===== config.mk =====
export PLATFORM = sky130hd
export DESIGN_NAME = i2cfr_regs
export DESIGN_NICKNAME = d
export VERILOG_FILES = /design/src/i2cfr_regs.v
export VERILOG_INCLUDE_DIRS = /design/src
export SDC_FILE = /design/constraint.sdc
export NUM_CORES = 1
export LEC_CHECK = 0
export ABC_AREA = 1
export BUFFER_PORTS_ARGS = -buffer_cell sky130_fd_sc_hd__buf_2
export CAP_MARGIN = 10
export CORE_AREA = 2 2 108 110
export CTS_CLUSTER_DIAMETER = 60
export DETAILED_ROUTE_END_ITERATION = 16
export DIE_AREA = 0 0 110 112
export PLACE_DENSITY_LB_ADDON = 0.2
export SLEW_MARGIN = 20
export SYNTH_ARGS = -nofsm -noshare
export SYNTH_HDL_FRONTEND = slang
export SYNTH_SLANG_ARGS = --single-unit

===== constraint.sdc =====
create_clock -name mclk -period 1.9 [get_ports mclk]
set_input_delay 0.38 -clock mclk [delete_from_list [all_inputs] [get_ports mclk]]
set_output_delay 0.38 -clock mclk [all_outputs]
set_load 0.005 [all_outputs]

===== src/i2cfr_consts.vh =====
// Offsets, field positions, reset values, clock rate and hold times in ns of the I2C flag and clock-select registers
`ifndef I2CFR_CONSTS_VH
`define I2CFR_CONSTS_VH

// Register indexes; the Avalon word address equals the index, byte address is four times it
`define I2CFR_IDX_FLAG      32'h0ffffd8a
`define I2CFR_IDX_CLKSEL    32'hfffffd84
`define I2CFR_IDX_FUNCX     32'hfffffd85
`define I2CFR_IDX_CTRL      32'hfffffd86

// Bus flag register fields
`define I2CFR_FLAG_FAIL     7
`define I2CFR_FLAG_BUSY     6
`define I2CFR_FLAG_ISE      1
`define I2CFR_FLAG_RSV      0

// Transfer clock select register fields
`define I2CFR_CS_CLD        5
`define I2CFR_CS_DAD        4
`define I2CFR_CS_SMC        3
`define I2CFR_CS_DFC        2
`define I2CFR_CS_DIVHI      1
`define I2CFR_CS_DIVLO      0

// Function expansion register field
`define I2CFR_FX_CLX        0

// Control and status register fields
`define I2CFR_CT_OPEN       0
`define I2CFR_CT_TRIG       1
`define I2CFR_CT_STD        2
`define I2CFR_CT_SPD        3

// Reset values
`define I2CFR_RST_FLAG      8'h00
`define I2CFR_RST_CLKSEL    8'h00
`define I2CFR_RST_FUNCX     8'h00

// Timing
`define I2CFR_CLK_MHZ       100
`define I2CFR_HOLD_STD_NS   4000
`define I2CFR_HOLD_HS_NS    600

// Transfer clock divisors (fxx/m); zero marks a prohibited setting
`define I2CFR_M_88          8'h58
`define I2CFR_M_172         8'hac
`define I2CFR_M_86          8'h56
`define I2CFR_M_198         8'hc6
`define I2CFR_M_48          8'h30
`define I2CFR_M_24          8'h18
`define I2CFR_M_54          8'h36
`define I2CFR_M_12          8'h0c
`define I2CFR_M_NONE        8'h00

`endif


===== src/i2cfr_regs.v =====
// I2C bus flag, transfer clock select and function expansion registers with start generation
`timescale 1ns/10ps
`include "i2cfr_consts.vh"

module i2cfr_regs #(
  parameter HOLD_STD_NS = `I2CFR_HOLD_STD_NS,
  parameter HOLD_HS_NS  = `I2CFR_HOLD_HS_NS
) (
  input  wire        mclk,
  input  wire        rst,
  input  wire        ce,
  input  wire [31:0] avs_address,
  input  wire        avs_read,
  input  wire        avs_write,
  input  wire [31:0] avs_writedata,
  input  wire [3:0]  avs_byteenable,
  output reg  [31:0] avs_readdata,
  output wire        avs_waitrequest,
  input  wire        scl_in,
  output wire        scl_out,
  output reg         scl_oe,
  input  wire        sda_in,
  output wire        sda_out,
  output reg         sda_oe,
  input  wire        engine_release,
  output reg         start_done,
  output reg  [7:0]  scl_divisor,
  output reg         filter_active
);

  // Hold counts round up so a start never holds shorter than asked
  // Counts above 1023 cycles wrap: widen cnt_r for slow pins or a faster clock
  localparam       HOLD_STD_RAW = (HOLD_STD_NS * `I2CFR_CLK_MHZ + 999) / 1000;
  localparam       HOLD_HS_RAW  = (HOLD_HS_NS * `I2CFR_CLK_MHZ + 999) / 1000;
  localparam [9:0] HOLD_STD_CYC = HOLD_STD_RAW[9:0];
  localparam [9:0] HOLD_HS_CYC  = HOLD_HS_RAW[9:0];

  localparam [1:0] ST_IDLE = 2'b00;
  localparam [1:0] ST_HOLD = 2'b01;
  localparam [1:0] ST_OWN  = 2'b10;

  // Divisor table; the filter bit is deliberately not an argument
  function [7:0] div_of;
    input       clx;
    input       smc;
    input [1:0] sel;
    begin
      case ({clx, smc, sel})
        4'b0000: div_of = `I2CFR_M_88;
        4'b0001: div_of = `I2CFR_M_172;
        4'b0010: div_of = `I2CFR_M_86;
        4'b0011: div_of = `I2CFR_M_198;
        4'b0100: div_of = `I2CFR_M_48;
        4'b0101: div_of = `I2CFR_M_48;
        4'b0110: div_of = `I2CFR_M_24;
        4'b0111: div_of = `I2CFR_M_54;
        4'b1100: div_of = `I2CFR_M_24;
        4'b1101: div_of = `I2CFR_M_24;
        4'b1110: div_of = `I2CFR_M_12;
        default: div_of = `I2CFR_M_NONE;
      endcase
    end
  endfunction

  // Whole-word compare: a partial decode would alias the registers across the space
  function hit;
    input [31:0] addr;
    input [31:0] idx;
    begin
      hit = (addr == idx);
    end
  endfunction

  reg        ack_r;
  reg        fail_r;
  reg        busy_r;
  reg        ise_r;
  reg        rsv_r;
  reg        cld_r;
  reg        dad_r;
  reg        smc_r;
  reg        dfc_r;
  reg  [1:0] div_r;
  reg        clx_r;
  reg        open_r;
  reg        trig_r;
  reg        std_r;
  reg        spd_r;
  reg        raw_scl_r;
  reg        raw_sda_r;
  reg        f_scl_r;
  reg        f_sda_r;
  reg        p_scl_r;
  reg        p_sda_r;
  reg  [1:0] state_r;
  reg  [9:0] cnt_r;

  wire       req;
  wire       wr_go;
  wire       wr_flag;
  wire       wr_cs;
  wire       wr_fx;
  wire       wr_ct;
  wire       new_open;
  wire       en_rise;
  wire       en_fall;
  wire       trig_wr;
  wire       start_det;
  wire       stop_det;
  wire       hs_filt;
  wire       attempt;
  wire       fail_ev;
  wire [9:0] hold_cyc;

  ////////////////////////////////////////////////////////////////////////////
  // Request decode and bus events
  assign req       = avs_read | avs_write;
  assign wr_go     = avs_write & ack_r & avs_byteenable[0];
  assign wr_flag   = wr_go & hit(avs_address, `I2CFR_IDX_FLAG);
  assign wr_cs     = wr_go & hit(avs_address, `I2CFR_IDX_CLKSEL);
  assign wr_fx     = wr_go & hit(avs_address, `I2CFR_IDX_FUNCX);
  assign wr_ct     = wr_go & hit(avs_address, `I2CFR_IDX_CTRL);
  assign new_open  = wr_ct ? avs_writedata[`I2CFR_CT_OPEN] : open_r;
  assign en_rise   = new_open & ~open_r;
  assign en_fall   = ~new_open & open_r;
  assign trig_wr   = wr_ct & open_r & avs_writedata[`I2CFR_CT_TRIG];
  assign start_det = open_r & p_scl_r & f_scl_r & p_sda_r & ~f_sda_r;
  assign stop_det  = open_r & p_scl_r & f_scl_r & ~p_sda_r & f_sda_r;
  assign hs_filt   = smc_r & dfc_r;
  assign attempt   = (state_r == ST_IDLE) & trig_r & open_r;
  assign fail_ev   = attempt & busy_r & rsv_r;
  assign hold_cyc  = smc_r ? HOLD_HS_CYC : HOLD_STD_CYC;

  // One wait cycle per access: the answer comes on the second edge
  assign avs_waitrequest = req & ~ack_r;
  // Open-drain pins only ever pull low
  assign scl_out = 1'b0;
  assign sda_out = 1'b0;

  ////////////////////////////////////////////////////////////////////////////
  // Avalon slave answer
  always @(posedge mclk or posedge rst) begin
    if (rst) begin
      ack_r        <= 1'b0;
      avs_readdata <= 32'h00000000;
    end else if (ce) begin
      ack_r <= req & ~ack_r;
      if (avs_read & ~ack_r) begin
        case (avs_address)
          `I2CFR_IDX_FLAG:
            avs_readdata <= {24'h000000, fail_r, busy_r, 4'h0, ise_r, rsv_r};
          `I2CFR_IDX_CLKSEL:
            avs_readdata <= {24'h000000, 2'b00, cld_r, dad_r, smc_r, dfc_r, div_r};
          `I2CFR_IDX_FUNCX:
            avs_readdata <= {24'h000000, 7'h00, clx_r};
          `I2CFR_IDX_CTRL:
            avs_readdata <= {24'h000000, 4'h0, spd_r, std_r, trig_r, open_r};
          default:
            avs_readdata <= 32'h00000000;
        endcase
      end
    end
  end

  ////////////////////////////////////////////////////////////////////////////
  // Software settings; held still while the controller runs
  always @(posedge mclk or posedge rst) begin
    if (rst) begin
      rsv_r  <= |(`I2CFR_RST_FLAG & (8'h01 << `I2CFR_FLAG_RSV));
      smc_r  <= 1'b0;
      dfc_r  <= 1'b0;
      div_r  <= 2'b00;
      clx_r  <= 1'b0;
      open_r <= 1'b0;
    end else if (ce) begin
      open_r <= new_open;
      if (wr_flag & ~open_r)
        rsv_r <= avs_writedata[`I2CFR_FLAG_RSV];
      if (wr_cs & ~open_r) begin
        smc_r <= avs_writedata[`I2CFR_CS_SMC];
        dfc_r <= avs_writedata[`I2CFR_CS_DFC];
        div_r <= avs_writedata[`I2CFR_CS_DIVHI:`I2CFR_CS_DIVLO];
      end
      if (wr_fx & ~open_r)
        clx_r <= avs_writedata[`I2CFR_FX_CLX];
    end
  end

  ////////////////////////////////////////////////////////////////////////////
  // Line sampling, optional two-sample filter, edge history
  always @(posedge mclk or posedge rst) begin
    if (rst) begin
      raw_scl_r <= 1'b1;
      raw_sda_r <= 1'b1;
      f_scl_r   <= 1'b1;
      f_sda_r   <= 1'b1;
      p_scl_r   <= 1'b1;
      p_sda_r   <= 1'b1;
      cld_r     <= 1'b0;
      dad_r     <= 1'b0;
      filter_active <= 1'b0;
      scl_divisor   <= `I2CFR_M_NONE;
    end else if (ce) begin
      raw_scl_r <= scl_in;
      raw_sda_r <= sda_in;
      // A filtered line follows only two equal samples in a row
      if (!hs_filt || raw_scl_r == scl_in)
        f_scl_r <= scl_in;
      if (!hs_filt || raw_sda_r == sda_in)
        f_sda_r <= sda_in;
      p_scl_r <= f_scl_r;
      p_sda_r <= f_sda_r;
      cld_r   <= open_r & f_scl_r;
      dad_r   <= open_r & f_sda_r;
      filter_active <= hs_filt;
      scl_divisor   <= div_of(clx_r, smc_r, div_r);
    end
  end

  ////////////////////////////////////////////////////////////////////////////
  // Bus state flags
  always @(posedge mclk or posedge rst) begin
    if (rst) begin
      fail_r <= 1'b0;
      busy_r <= 1'b0;
      ise_r  <= 1'b0;
      std_r  <= 1'b0;
      spd_r  <= 1'b0;
    end else if (ce) begin
      if (en_fall) begin
        fail_r <= 1'b0;
        busy_r <= 1'b0;
        std_r  <= 1'b0;
        spd_r  <= 1'b0;
      end else begin
        // Failure event wins over a simultaneous trigger write
        if (fail_ev)
          fail_r <= 1'b1;
        else if (trig_wr)
          fail_r <= 1'b0;
        if (en_rise)
          busy_r <= ~ise_r;
        else if (start_det)
          busy_r <= 1'b1;
        else if (stop_det)
          busy_r <= 1'b0;
        if (start_det) begin
          std_r <= 1'b1;
          spd_r <= 1'b0;
        end else if (stop_det) begin
          spd_r <= 1'b1;
          std_r <= 1'b0;
        end
      end
      if (start_det)
        ise_r <= 1'b0;
      else if (wr_flag & ~open_r)
        ise_r <= avs_writedata[`I2CFR_FLAG_ISE];
    end
  end

  ////////////////////////////////////////////////////////////////////////////
  // Start generation; a busy bus either fails at once or waits as a reservation
  always @(posedge mclk or posedge rst) begin
    if (rst) begin
      state_r    <= ST_IDLE;
      cnt_r      <= 10'h000;
      trig_r     <= 1'b0;
      scl_oe     <= 1'b0;
      sda_oe     <= 1'b0;
      start_done <= 1'b0;
    end else if (ce) begin
      start_done <= 1'b0;
      if (en_fall) begin
        state_r <= ST_IDLE;
        trig_r  <= 1'b0;
        scl_oe  <= 1'b0;
        sda_oe  <= 1'b0;
      end else begin
        if (trig_wr)
          trig_r <= 1'b1;
        case (state_r)
          ST_IDLE: begin
            if (attempt & ~busy_r) begin
              state_r <= ST_HOLD;
              sda_oe  <= 1'b1;
              cnt_r   <= hold_cyc;
            end else if (fail_ev) begin
              trig_r <= 1'b0;
            end
          end
          ST_HOLD: begin
            if (cnt_r == 10'h001) begin
              state_r    <= ST_OWN;
              scl_oe     <= 1'b1;
              trig_r     <= 1'b0;
              start_done <= 1'b1;
            end else begin
              cnt_r <= cnt_r - 10'h001;
            end
          end
          ST_OWN: begin
            // The shift engine takes the bus from here
            if (engine_release) begin
              state_r <= ST_IDLE;
              scl_oe  <= 1'b0;
              sda_oe  <= 1'b0;
            end
          end
          default: begin
            state_r <= ST_IDLE;
            scl_oe  <= 1'b0;
            sda_oe  <= 1'b0;
          end
        endcase
      end
    end
  end

endmodule // i2cfr_regs


# Word level (Yosys, flattened, before mapping)
# Memory sizes are Yosys's and may differ from the RTL's. A register that Yosys moved wholly into a read port is not among the register bits.
# Cells that the tools add are included.
# totals
ff_bits	78
mem_bits_ro	112
inputBits	76
n_memories	1
# op_classes
addsub	1
eq_ne	16
muxes	40
n_bitwise	38
reduce_logical	23
# mem_list
memory	depth	width	read_ports	rd_clocked_by_memory_dff	wr	line	text
(no name shown)	16	7	1	1	0	i2cfr_regs.v:48	case ({clx, smc, sel})
# op_table
cell	n
32-bit == test (second input constant)	3
32-bit by 28-bit == test with 1-bit output (second input constant)	1
8-bit case mux with 4 select lines	1
1-bit bitwise AND	29
1-bit 2-to-1 mux	27
10-bit 2-to-1 mux	2
10-bit case mux with 2 select lines	1
2-bit AND reduction	10
4-bit AND reduction	3
10-bit by 1-bit == test with 1-bit output (second input constant)	1
10-bit by 1-bit subtractor with 10-bit output (second input constant)	1
9-bit 2-to-1 mux	1
2-bit 2-to-1 mux	4
1-bit NOT	8
2-bit != test (second input constant)	3
3-bit != test (second input constant)	2
1-bit case mux with 3 select lines	2
2-bit case mux with 3 select lines	1
3-bit nonzero test	2
5-bit AND reduction	1
2-bit nonzero test	2
4-bit nonzero test	1
3-bit by 2-bit != test with 1-bit output (second input constant)	1
1-bit == test	2
other kinds (8)	9

# Longest topological paths before layout
# Gate-level depths: netlist (run 1).
# logic_depth
word_depth	10
depth_mapped	18
mapped_depth_nobuf	17

# Worst setup path before layout (run 1)
# No wires, ideal clock.
# synth_path
path_kind	in2reg
start	input avs_address[6]
end	register cnt_r[1]
arrival_time_ns	2.165
required_ns	1.774
path_slack_ns	-0.390
stages	16
n_path_buf	1
path_cell_list	inv_1 nand2_1 nor2_4 nand2_1 nor2_1 nand3b_1 o21ai_2 inv_1 ha_1 nor2_1 inv_2 a21oi_4 nand2_4 inv_4 buf_12 o22ai_2
# synth_between
elab_chain_cells	7
# synth_lines
item	line	text
start, declared	i2cfr_regs.v:12	input wire [31:0] avs_address,
32-bit == test	i2cfr_regs.v:70	hit = (addr == idx);
1-bit bitwise AND	i2cfr_regs.v:122	assign wr_ct = wr_go & hit(avs_address, `I2CFR_IDX_CTRL);
1-bit 2-to-1 mux	i2cfr_regs.v:123	assign new_open = wr_ct ? avs_writedata[`I2CFR_CT_OPEN] : open_r;
via new_open	i2cfr_regs.v:104	wire new_open;
1-bit NOT	i2cfr_regs.v:125	assign en_fall = ~new_open & open_r;
1-bit bitwise AND	i2cfr_regs.v:125	
1-bit NOT (no line)	n/a	
5-bit AND reduction (no line)	n/a	
end signal, assigned	i2cfr_regs.v:287	cnt_r <= hold_cyc;
end signal, assigned	i2cfr_regs.v:299	cnt_r <= cnt_r - 10'h001;
end, declared	i2cfr_regs.v:96	reg [9:0] cnt_r;
# The timed path passes the listed nets, and every way through them passes these cells.
# A chain may end at the register's enable or synchronous reset.

# Final worst setup path (run 1)
# layout_path
start	input avs_address[3]
end	register sda_oe
# layout_between
elab_chain_cells	7
elab_cells_between_ends	10
classes_between	eq/ne: 4; mux: 2; bitwise: 3; reduce/logical: 1
# layout_lines
item	line	text
32-bit == test (*)	i2cfr_regs.v:70	
1-bit bitwise AND (*)	i2cfr_regs.v:122	
1-bit 2-to-1 mux (*)	i2cfr_regs.v:123	
via new_open	i2cfr_regs.v:104	
1-bit NOT (*)	i2cfr_regs.v:125	
1-bit bitwise AND (*)	i2cfr_regs.v:125	
3-bit by 2-bit != test with 1-bit output (no line), or another cell as far along	n/a	
4-bit AND reduction (no line)	n/a	
end signal, assigned	i2cfr_regs.v:270	sda_oe <= 1'b0;
end signal, assigned	i2cfr_regs.v:278	sda_oe <= 1'b0;
end signal, assigned	i2cfr_regs.v:286	sda_oe <= 1'b1;
end, declared	i2cfr_regs.v:24	output reg sda_oe,
# The timed path passes the listed nets; every way through them passes the cells marked *.

==> results of run 1 <==
[power breakdown]
group	internal, µW	switching [µW]
clock network	761	444
logic	140	176
registers	1180	25.0
[final cells by class]
| class | count | area [µm²] | share of cell area |
|---|---|---|---|
| Inverter | 60 | 235.2 | 0.05359 |
| Sequential cell | 53 | 1334 | 0.3039 |
| Multi-Input combinational cell | 329 | 1738 | 0.3960 |
| Timing Repair inverter | 1 | 6.256 | 0.001425 |
| Clock inverter | 3 | 68.82 | 0.01568 |
| Timing Repair Buffer | 106 | 703.2 | 0.1602 |
| Tap cell | 143 | 178.9 | 0.04076 |
| Clock buffer | 5 | 125.1 | 0.02851 |
[kinds of logic (layout without fill, tap and decap cells)]
group / Yosys count / in the layout / synth area share
simple gates: 223 / 223 / 0.2974
xor+xnor: 3 / 3 / 0.008020
other cells: 1 / 27 / 0.001144
compound gates: 72 / 72 / 0.1252
buf+inv: 93 / 175 / 0.1459
fa+ha+maj: 4 / 4 / 0.01527
flops: 53 / 53 / 0.4070
[path summary, 6_finish.rpt]
path	from	end	slack, ps
max in group asynchronous	rst	p_sda_r	1490
hold reg to reg	avs_readdata[0]	avs_readdata[0]	480
hold / removal	rst	cnt_r[5]	130
setup / recovery	avs_address[3]	sda_oe	-40
min in group mclk	avs_writedata[3]	smc_r	320
setup reg to reg	ack_r	sda_oe	0
[sequential cells by signal, indices dropped and copies added (netlist names), 2 cells and up]
signal / cells
cnt_r: 10
avs_readdata: 8
scl_divisor: 7
div_r: 2
state_r: 2
[through the flow]
step / utilization / total power (µW) / hold slack (ps)
6_report: 0.3928 / 2723 / 127.8
5_1_grt: 0.3928 / 2857 / 143.4
4_1_cts: 0.3810 / 2735 / 137.0
3_5_place_dp: 0.3477 / 1492 / 460.7
3_3_place_gp: 0.3477 / 1486 / 459.3
2_1_floorplan: - / 1394 / 441.5
[layer usage]
layer | vias up | wire [µm] | track usage
met2 | 69 | 3933 | 0.2188
met5 | - | 0 | 0
met1 | 1404 | 3758 | 0.1832
met4 | 0 | 121 | 0.04979
met3 | 7 | 344 | 0.01991
li1 | 1580 | - | -
[worst reg2reg max path, delay by kind of cell, from the launching register on]
kind                     cells  cell delay (ps)
flip-flops                   1              350
AND/OR/NAND/NOR              6              590
AO/OA/AOI/OAI                3              480
adder cells (fa/ha/maj)      1              150
buffers and inverters        2              230
[what timing repair did]
item	CTS	global route
endpoints found under the setup margin	14	17
gates resized for setup	24	35
setup buffers	15	3
pin swaps	12	24
gates cloned	1	0
[cell usage in the layout (no fill, tap or decap), types with 3 or more instances in the layout]
cell type,Yosys,final
nand2_1,127,109
buf_2,1,57
inv_1,56,49
dfrtp_1,47,47
nor2_1,48,39
buf_4,27,38
o21ai_0,40,32
conb_1,1,27
nand3_1,27,26
o21ai_1,12,16
nand2_2,2,16
buf_6,1,10
inv_2,3,9
nor2_4,4,8
nor2_2,3,8
o21ai_2,4,8
a21oi_1,6,6
dfstp_2,6,6
nand2_4,2,5
clkbuf_16,0,5
nand4_1,3,3
xor2_1,3,3
ha_1,4,3
==> run metrics, run 1 <==
CP Cell Sequence=buf_6 > inv_2 > nand2_2 > nor2_2 > nand2_2 > nor2_4 > nand3b_1 > nand2_1 > o21ai_2 > inv_2 > ha_4 > nor2_2 > a31oi_2 > buf_4 > nand2_2 > o21ai_2 > nand2_1; largest cells by area after synthesis=dfrtp_1 36%, nand2_1 15%, inv_1 6.4%; critical path arrival=2120 ps; Area growth syn-to-layout=33.94%; initial DRC count=roughly 150; Total GRT Usage=0.1358; setup_tns=-91.10 ps; Clock Pin Slew Worst Setup and Hold Paths=around 70 ps; drt total wl=8157 µm; vias in the first global route=roughly 2900; synth cell count leaders=127 x nand2_1, 56 x inv_1, 48 x nor2_1; Hold Vio Cnt, Final=0; CP max-delay cell=a31oi_2; delay-heaviest family, CP=simple AND/OR/NAND/NOR gates; CTS Buf Count=5; H-tree depth=2; Ant. Diodes=0; Die Outline Area=12320 µm²; initial core utilization=0.2932; vias per inst=approximately 4.4; CTS Root Cell=clkbuf_16; drt wl/cell=about 12 µm; dominant synthesized flop cell=dfrtp_1; post-route minimum period=between 1500 and 2000 ps; fin crit share=1.020; FFs w/ async S/R, synth=1.000; cell mode on critical path=nand2_2; kind of end point of the critical path=flip-flop; number of flops mapped to enable cells by yosys=0; worst IR drop on VDD=~0.34 mV; largest area contributor in the netlist=dfrtp_1; fmax=roughly 520 MHz; WS Path Type=primary input to flip-flop; critical path depth=17; clock latency on the worst-skew pair=approximately 300 ps; max-slew violation count=0; final net count=636; Mapped Area=about 3300 µm²; hold buffers post-CTS=0; Clock Skews=between 4 and 5 ps; violated checks=setup timing; P per Cell Area=between 600 and 700 nW/µm²; clk buf depth=2; cells after synthesis=around 450; via count=slightly above 3000; antenna viol nets, final=0; max-cap violations=0; Placer Congestion=about 0.82; post-synthesis area per instance=7.298 µm²; Synth top area share=0.3589; Die Span Y=around 110 µm; largest net degree at the start of global routing=between 50 and 60; die width=between 100 and 150 µm; Filler cells=approximately 1200; Pre-Repair DR Iteration Count=4; # placed instances=about 670; first-pass GRT wire length=around 13000 µm; Yosys reg bits=53; dpl ws=-478.7 ps; # setup viols final=5; hpwl dp=about 6100 µm; CP required=2090 ps; Layout Cells excl Fill=700; core area=between 10000 and 15000 µm²; Core Rows=39; initial antenna violation count=0; CTS tree=built; DRC=0; CP Launch Type=primary input; R2R cell count=12; leakage power=roughly 0.0022 µW; Yosys Warn Count=0; gr ovfl total=0; Crit path largest cell delay=290 ps; PortBufs=64; sequential cell area fraction in the yosys report=0.4070; Buf/Inv on CP=4; Sink Count=53; DP Area=approximately 3900 µm²; top-count cell post-synth=nand2_1; Finished Cell Area=about 4400 µm²; Worst Hold Class=primary input to async pin; post-route worst setup slack=-37.16 ps; unrepaired setup endpoints after global routing=true; status=finished with violations; IO Pins=123; post-synth cell types=38; share of post-route cells with drive strength above 1=0.3393; largest fanout on the critical path=3
(Power assumes the default switching activity.)
==> run 2, diff against run 1 <==
- RECOVER_POWER: default -> 25
==> run metrics, run 2 (synthesized netlist as in run 1, its figures left out) <==
status=finished with violations (unchanged); violated checks=setup timing (unchanged); CP Launch Type=primary input (unchanged); Ant. Diodes=0 (unchanged); reg-to-reg slack, setup=0 ps (about the same); core area=11170 µm² (unchanged); Pre-Repair DR Iteration Count=4 (unchanged); hold buffers post-CTS=0 (unchanged); DP Area=3885 µm² (unchanged); Die Span Y=112 µm (unchanged); initial antenna violation count=0 (unchanged); max reg flops=10 (unchanged); post-route worst setup slack=-37.16 ps (unchanged); R2R cell count=12 (unchanged); first-pass GRT wire length=13370 µm (unchanged); largest net degree at the start of global routing=54 (unchanged); # setup viols final=6 (was 5); most used routing layer=met2 (unchanged); share of post-route cells with drive strength above 1=0.3375 (was 0.3393); # placed instances=674 (unchanged); die width=110 µm (unchanged); unrepaired setup endpoints after global routing=true (unchanged); Filler cells=1165 (was 1164); P per Cell Area=621.6 nW/µm² (was 620.5 nW/µm²); Die Outline Area=12320 µm² (unchanged); met2 Usage GRT=0.2188 (unchanged); Worst R2R End=sda_oe (unchanged); Slew headroom=0.09198; kind of end point of the critical path=flip-flop (unchanged); largest fanout on the critical path=3 (unchanged); hpwl dp=6072 µm (unchanged); clk buf depth=2 (unchanged); worst IR drop on VDD=0.3435 mV (was 0.3436 mV); IO Pins=123 (unchanged); Finished Cell Area=4374 µm² (was 4389 µm²); Top Registers=cnt_r: 10 flops, avs_readdata: 8 flops, scl_divisor: 7 flops (unchanged); vias per inst=4.371 (unchanged); Total GRT Usage=0.1358 (unchanged); worst setup path startpoint=avs_address[3] (unchanged); most common cell after layout, fill and taps aside=nand2_1 (unchanged); most frequent cells in the layout=109 x nand2_1, 57 x buf_2, 49 x inv_1, 47 x dfrtp_1, 39 x nor2_1 (unchanged); PortBufs=64 (unchanged); Clock Pin Slew Worst Setup and Hold Paths=70 ps (about the same); final net count=636 (unchanged); met1 Use GR=0.1832 (unchanged); leakage power=0.002204 µW (was 0.002211 µW); Layout Cells excl Fill=700 (unchanged); initial DRC count=145 (unchanged); worst setup path end=sda_oe (unchanged); power consumption=2719 µW (was 2723 µW); vias in the first global route=2943 (unchanged); CTS tree=built (unchanged); Hold Vio Cnt, Final=0 (unchanged); fin crit share=1.020 (unchanged); DRC=0 (unchanged); antenna viol nets, final=0 (unchanged); post-route minimum period=1937 ps (unchanged); max-cap violations=0 (unchanged); area of the multi-input gates=1738 µm² (unchanged); Area growth syn-to-layout=33.49% (was 33.94%); Clock Skews=4.782 ps (was 4.738 ps); Worst R2R Start=ack_r (unchanged); Core Rows=39 (unchanged); Worst-Margin Slew=roughly 1400 ps; WS Path Type=primary input to flip-flop (unchanged); Placer Congestion=0.8238 (unchanged); critical path arrival=2120 ps (about the same); clock latency on the worst-skew pair=300 ps (about the same); Worst Hold Class=primary input to flip-flop (was primary input to async pin); register area=1334 µm² (unchanged); H-tree depth=2 (unchanged); met3 usage=0.01991 (unchanged); gr ovfl total=0 (unchanged); fmax=516.2 MHz (unchanged); CP required=2090 ps (about the same); initial core utilization=0.2932 (unchanged); CTS Buf Count=5 (unchanged); max-slew violation count=0 (unchanged); drt total wl=8159 µm (was 8157 µm); Reg with most FFs=cnt_r (unchanged); drt wl/cell=11.66 µm (was 11.65 µm); CTS Root Cell=clkbuf_16 (unchanged); via count=3060 (unchanged); Sink Count=53 (unchanged)
run 2: worst min-delay path by stage:
| stage | from | to | slack (ps) | depth (start not counted) |
|---|---|---|---|---|
| finish | avs_writedata[3] | smc_r | 320 | 3 |
| CTS | rst | dad_r | 140 | 3 |
| global route | avs_writedata[3] | smc_r | 330 | 3 |
| global placement | rst | cnt_r[5] | 460 | 3 |
| detailed placement | rst | cnt_r[5] | 460 | 3 |
| floorplan | fail_r | fail_r | 440 | 2 |
run 2: critical path, cell delays in order:
cell,delay [ps]
buf_6,90
inv_2,40
nand2_2,70
nor2_2,120
nand2_2,80
nor2_4,110
nand3b_1,120
nand2_1,110
o21ai_2,70
inv_2,60
ha_4,150
nor2_2,50
a31oi_2,290
buf_4,170
nand2_2,50
o21ai_2,120
nand2_1,60
run 2: layout make-up:
class / instances / area share
Inverter: 60 / 0.05378
Tap cell: 143 / 0.04090
Timing Repair inverter: 1 / 0.001430
Timing Repair Buffer: 106 / 0.1573
Clock buffer: 5 / 0.02860
Multi-Input combinational cell: 329 / 0.3973
Clock inverter: 3 / 0.01573
Sequential cell: 53 / 0.3049
run 2: per-stage QoR:
| step | worst slack (ps) | TNS, ps | util | hold slack, ps |
|---|---|---|---|---|
| after CTS | -2.017 | -2.017 | 0.3810 | 137.0 |
| after floorplan | -229.6 | -2163 | - | 441.5 |
| final | -37.16 | -95.53 | 0.3914 | 315.8 |
| after global placement | -408.3 | -5861 | 0.3477 | 459.3 |
| after global routing | -152.4 | -1721 | 0.3914 | 325.5 |
| after detailed placement | -478.7 | -6265 | 0.3477 | 460.7 |
run 2: where the power goes:
| part | switching (µW) | internal [µW] |
|---|---|---|
| Sequential | 25.0 | 1180 |
| Clock | 444 | 761 |
| Combinational | 176 | 137 |
run 2: what timing repair did:
item / in CTS / in global routing
setup buffers: 15 / 3
pin swaps: 12 / 24
gates resized for setup: 24 / 35
gates cloned: 1 / 0
endpoints found under the setup margin: 14 / 17
run 2: routing by layer:
layer,vias up,wire [µm],part of all wire
met5,-,0,0
met4,0,121,0.015
met3,7,344,0.042
met2,69,3945,0.48
met1,1404,3748,0.46
li1,1580,-,-
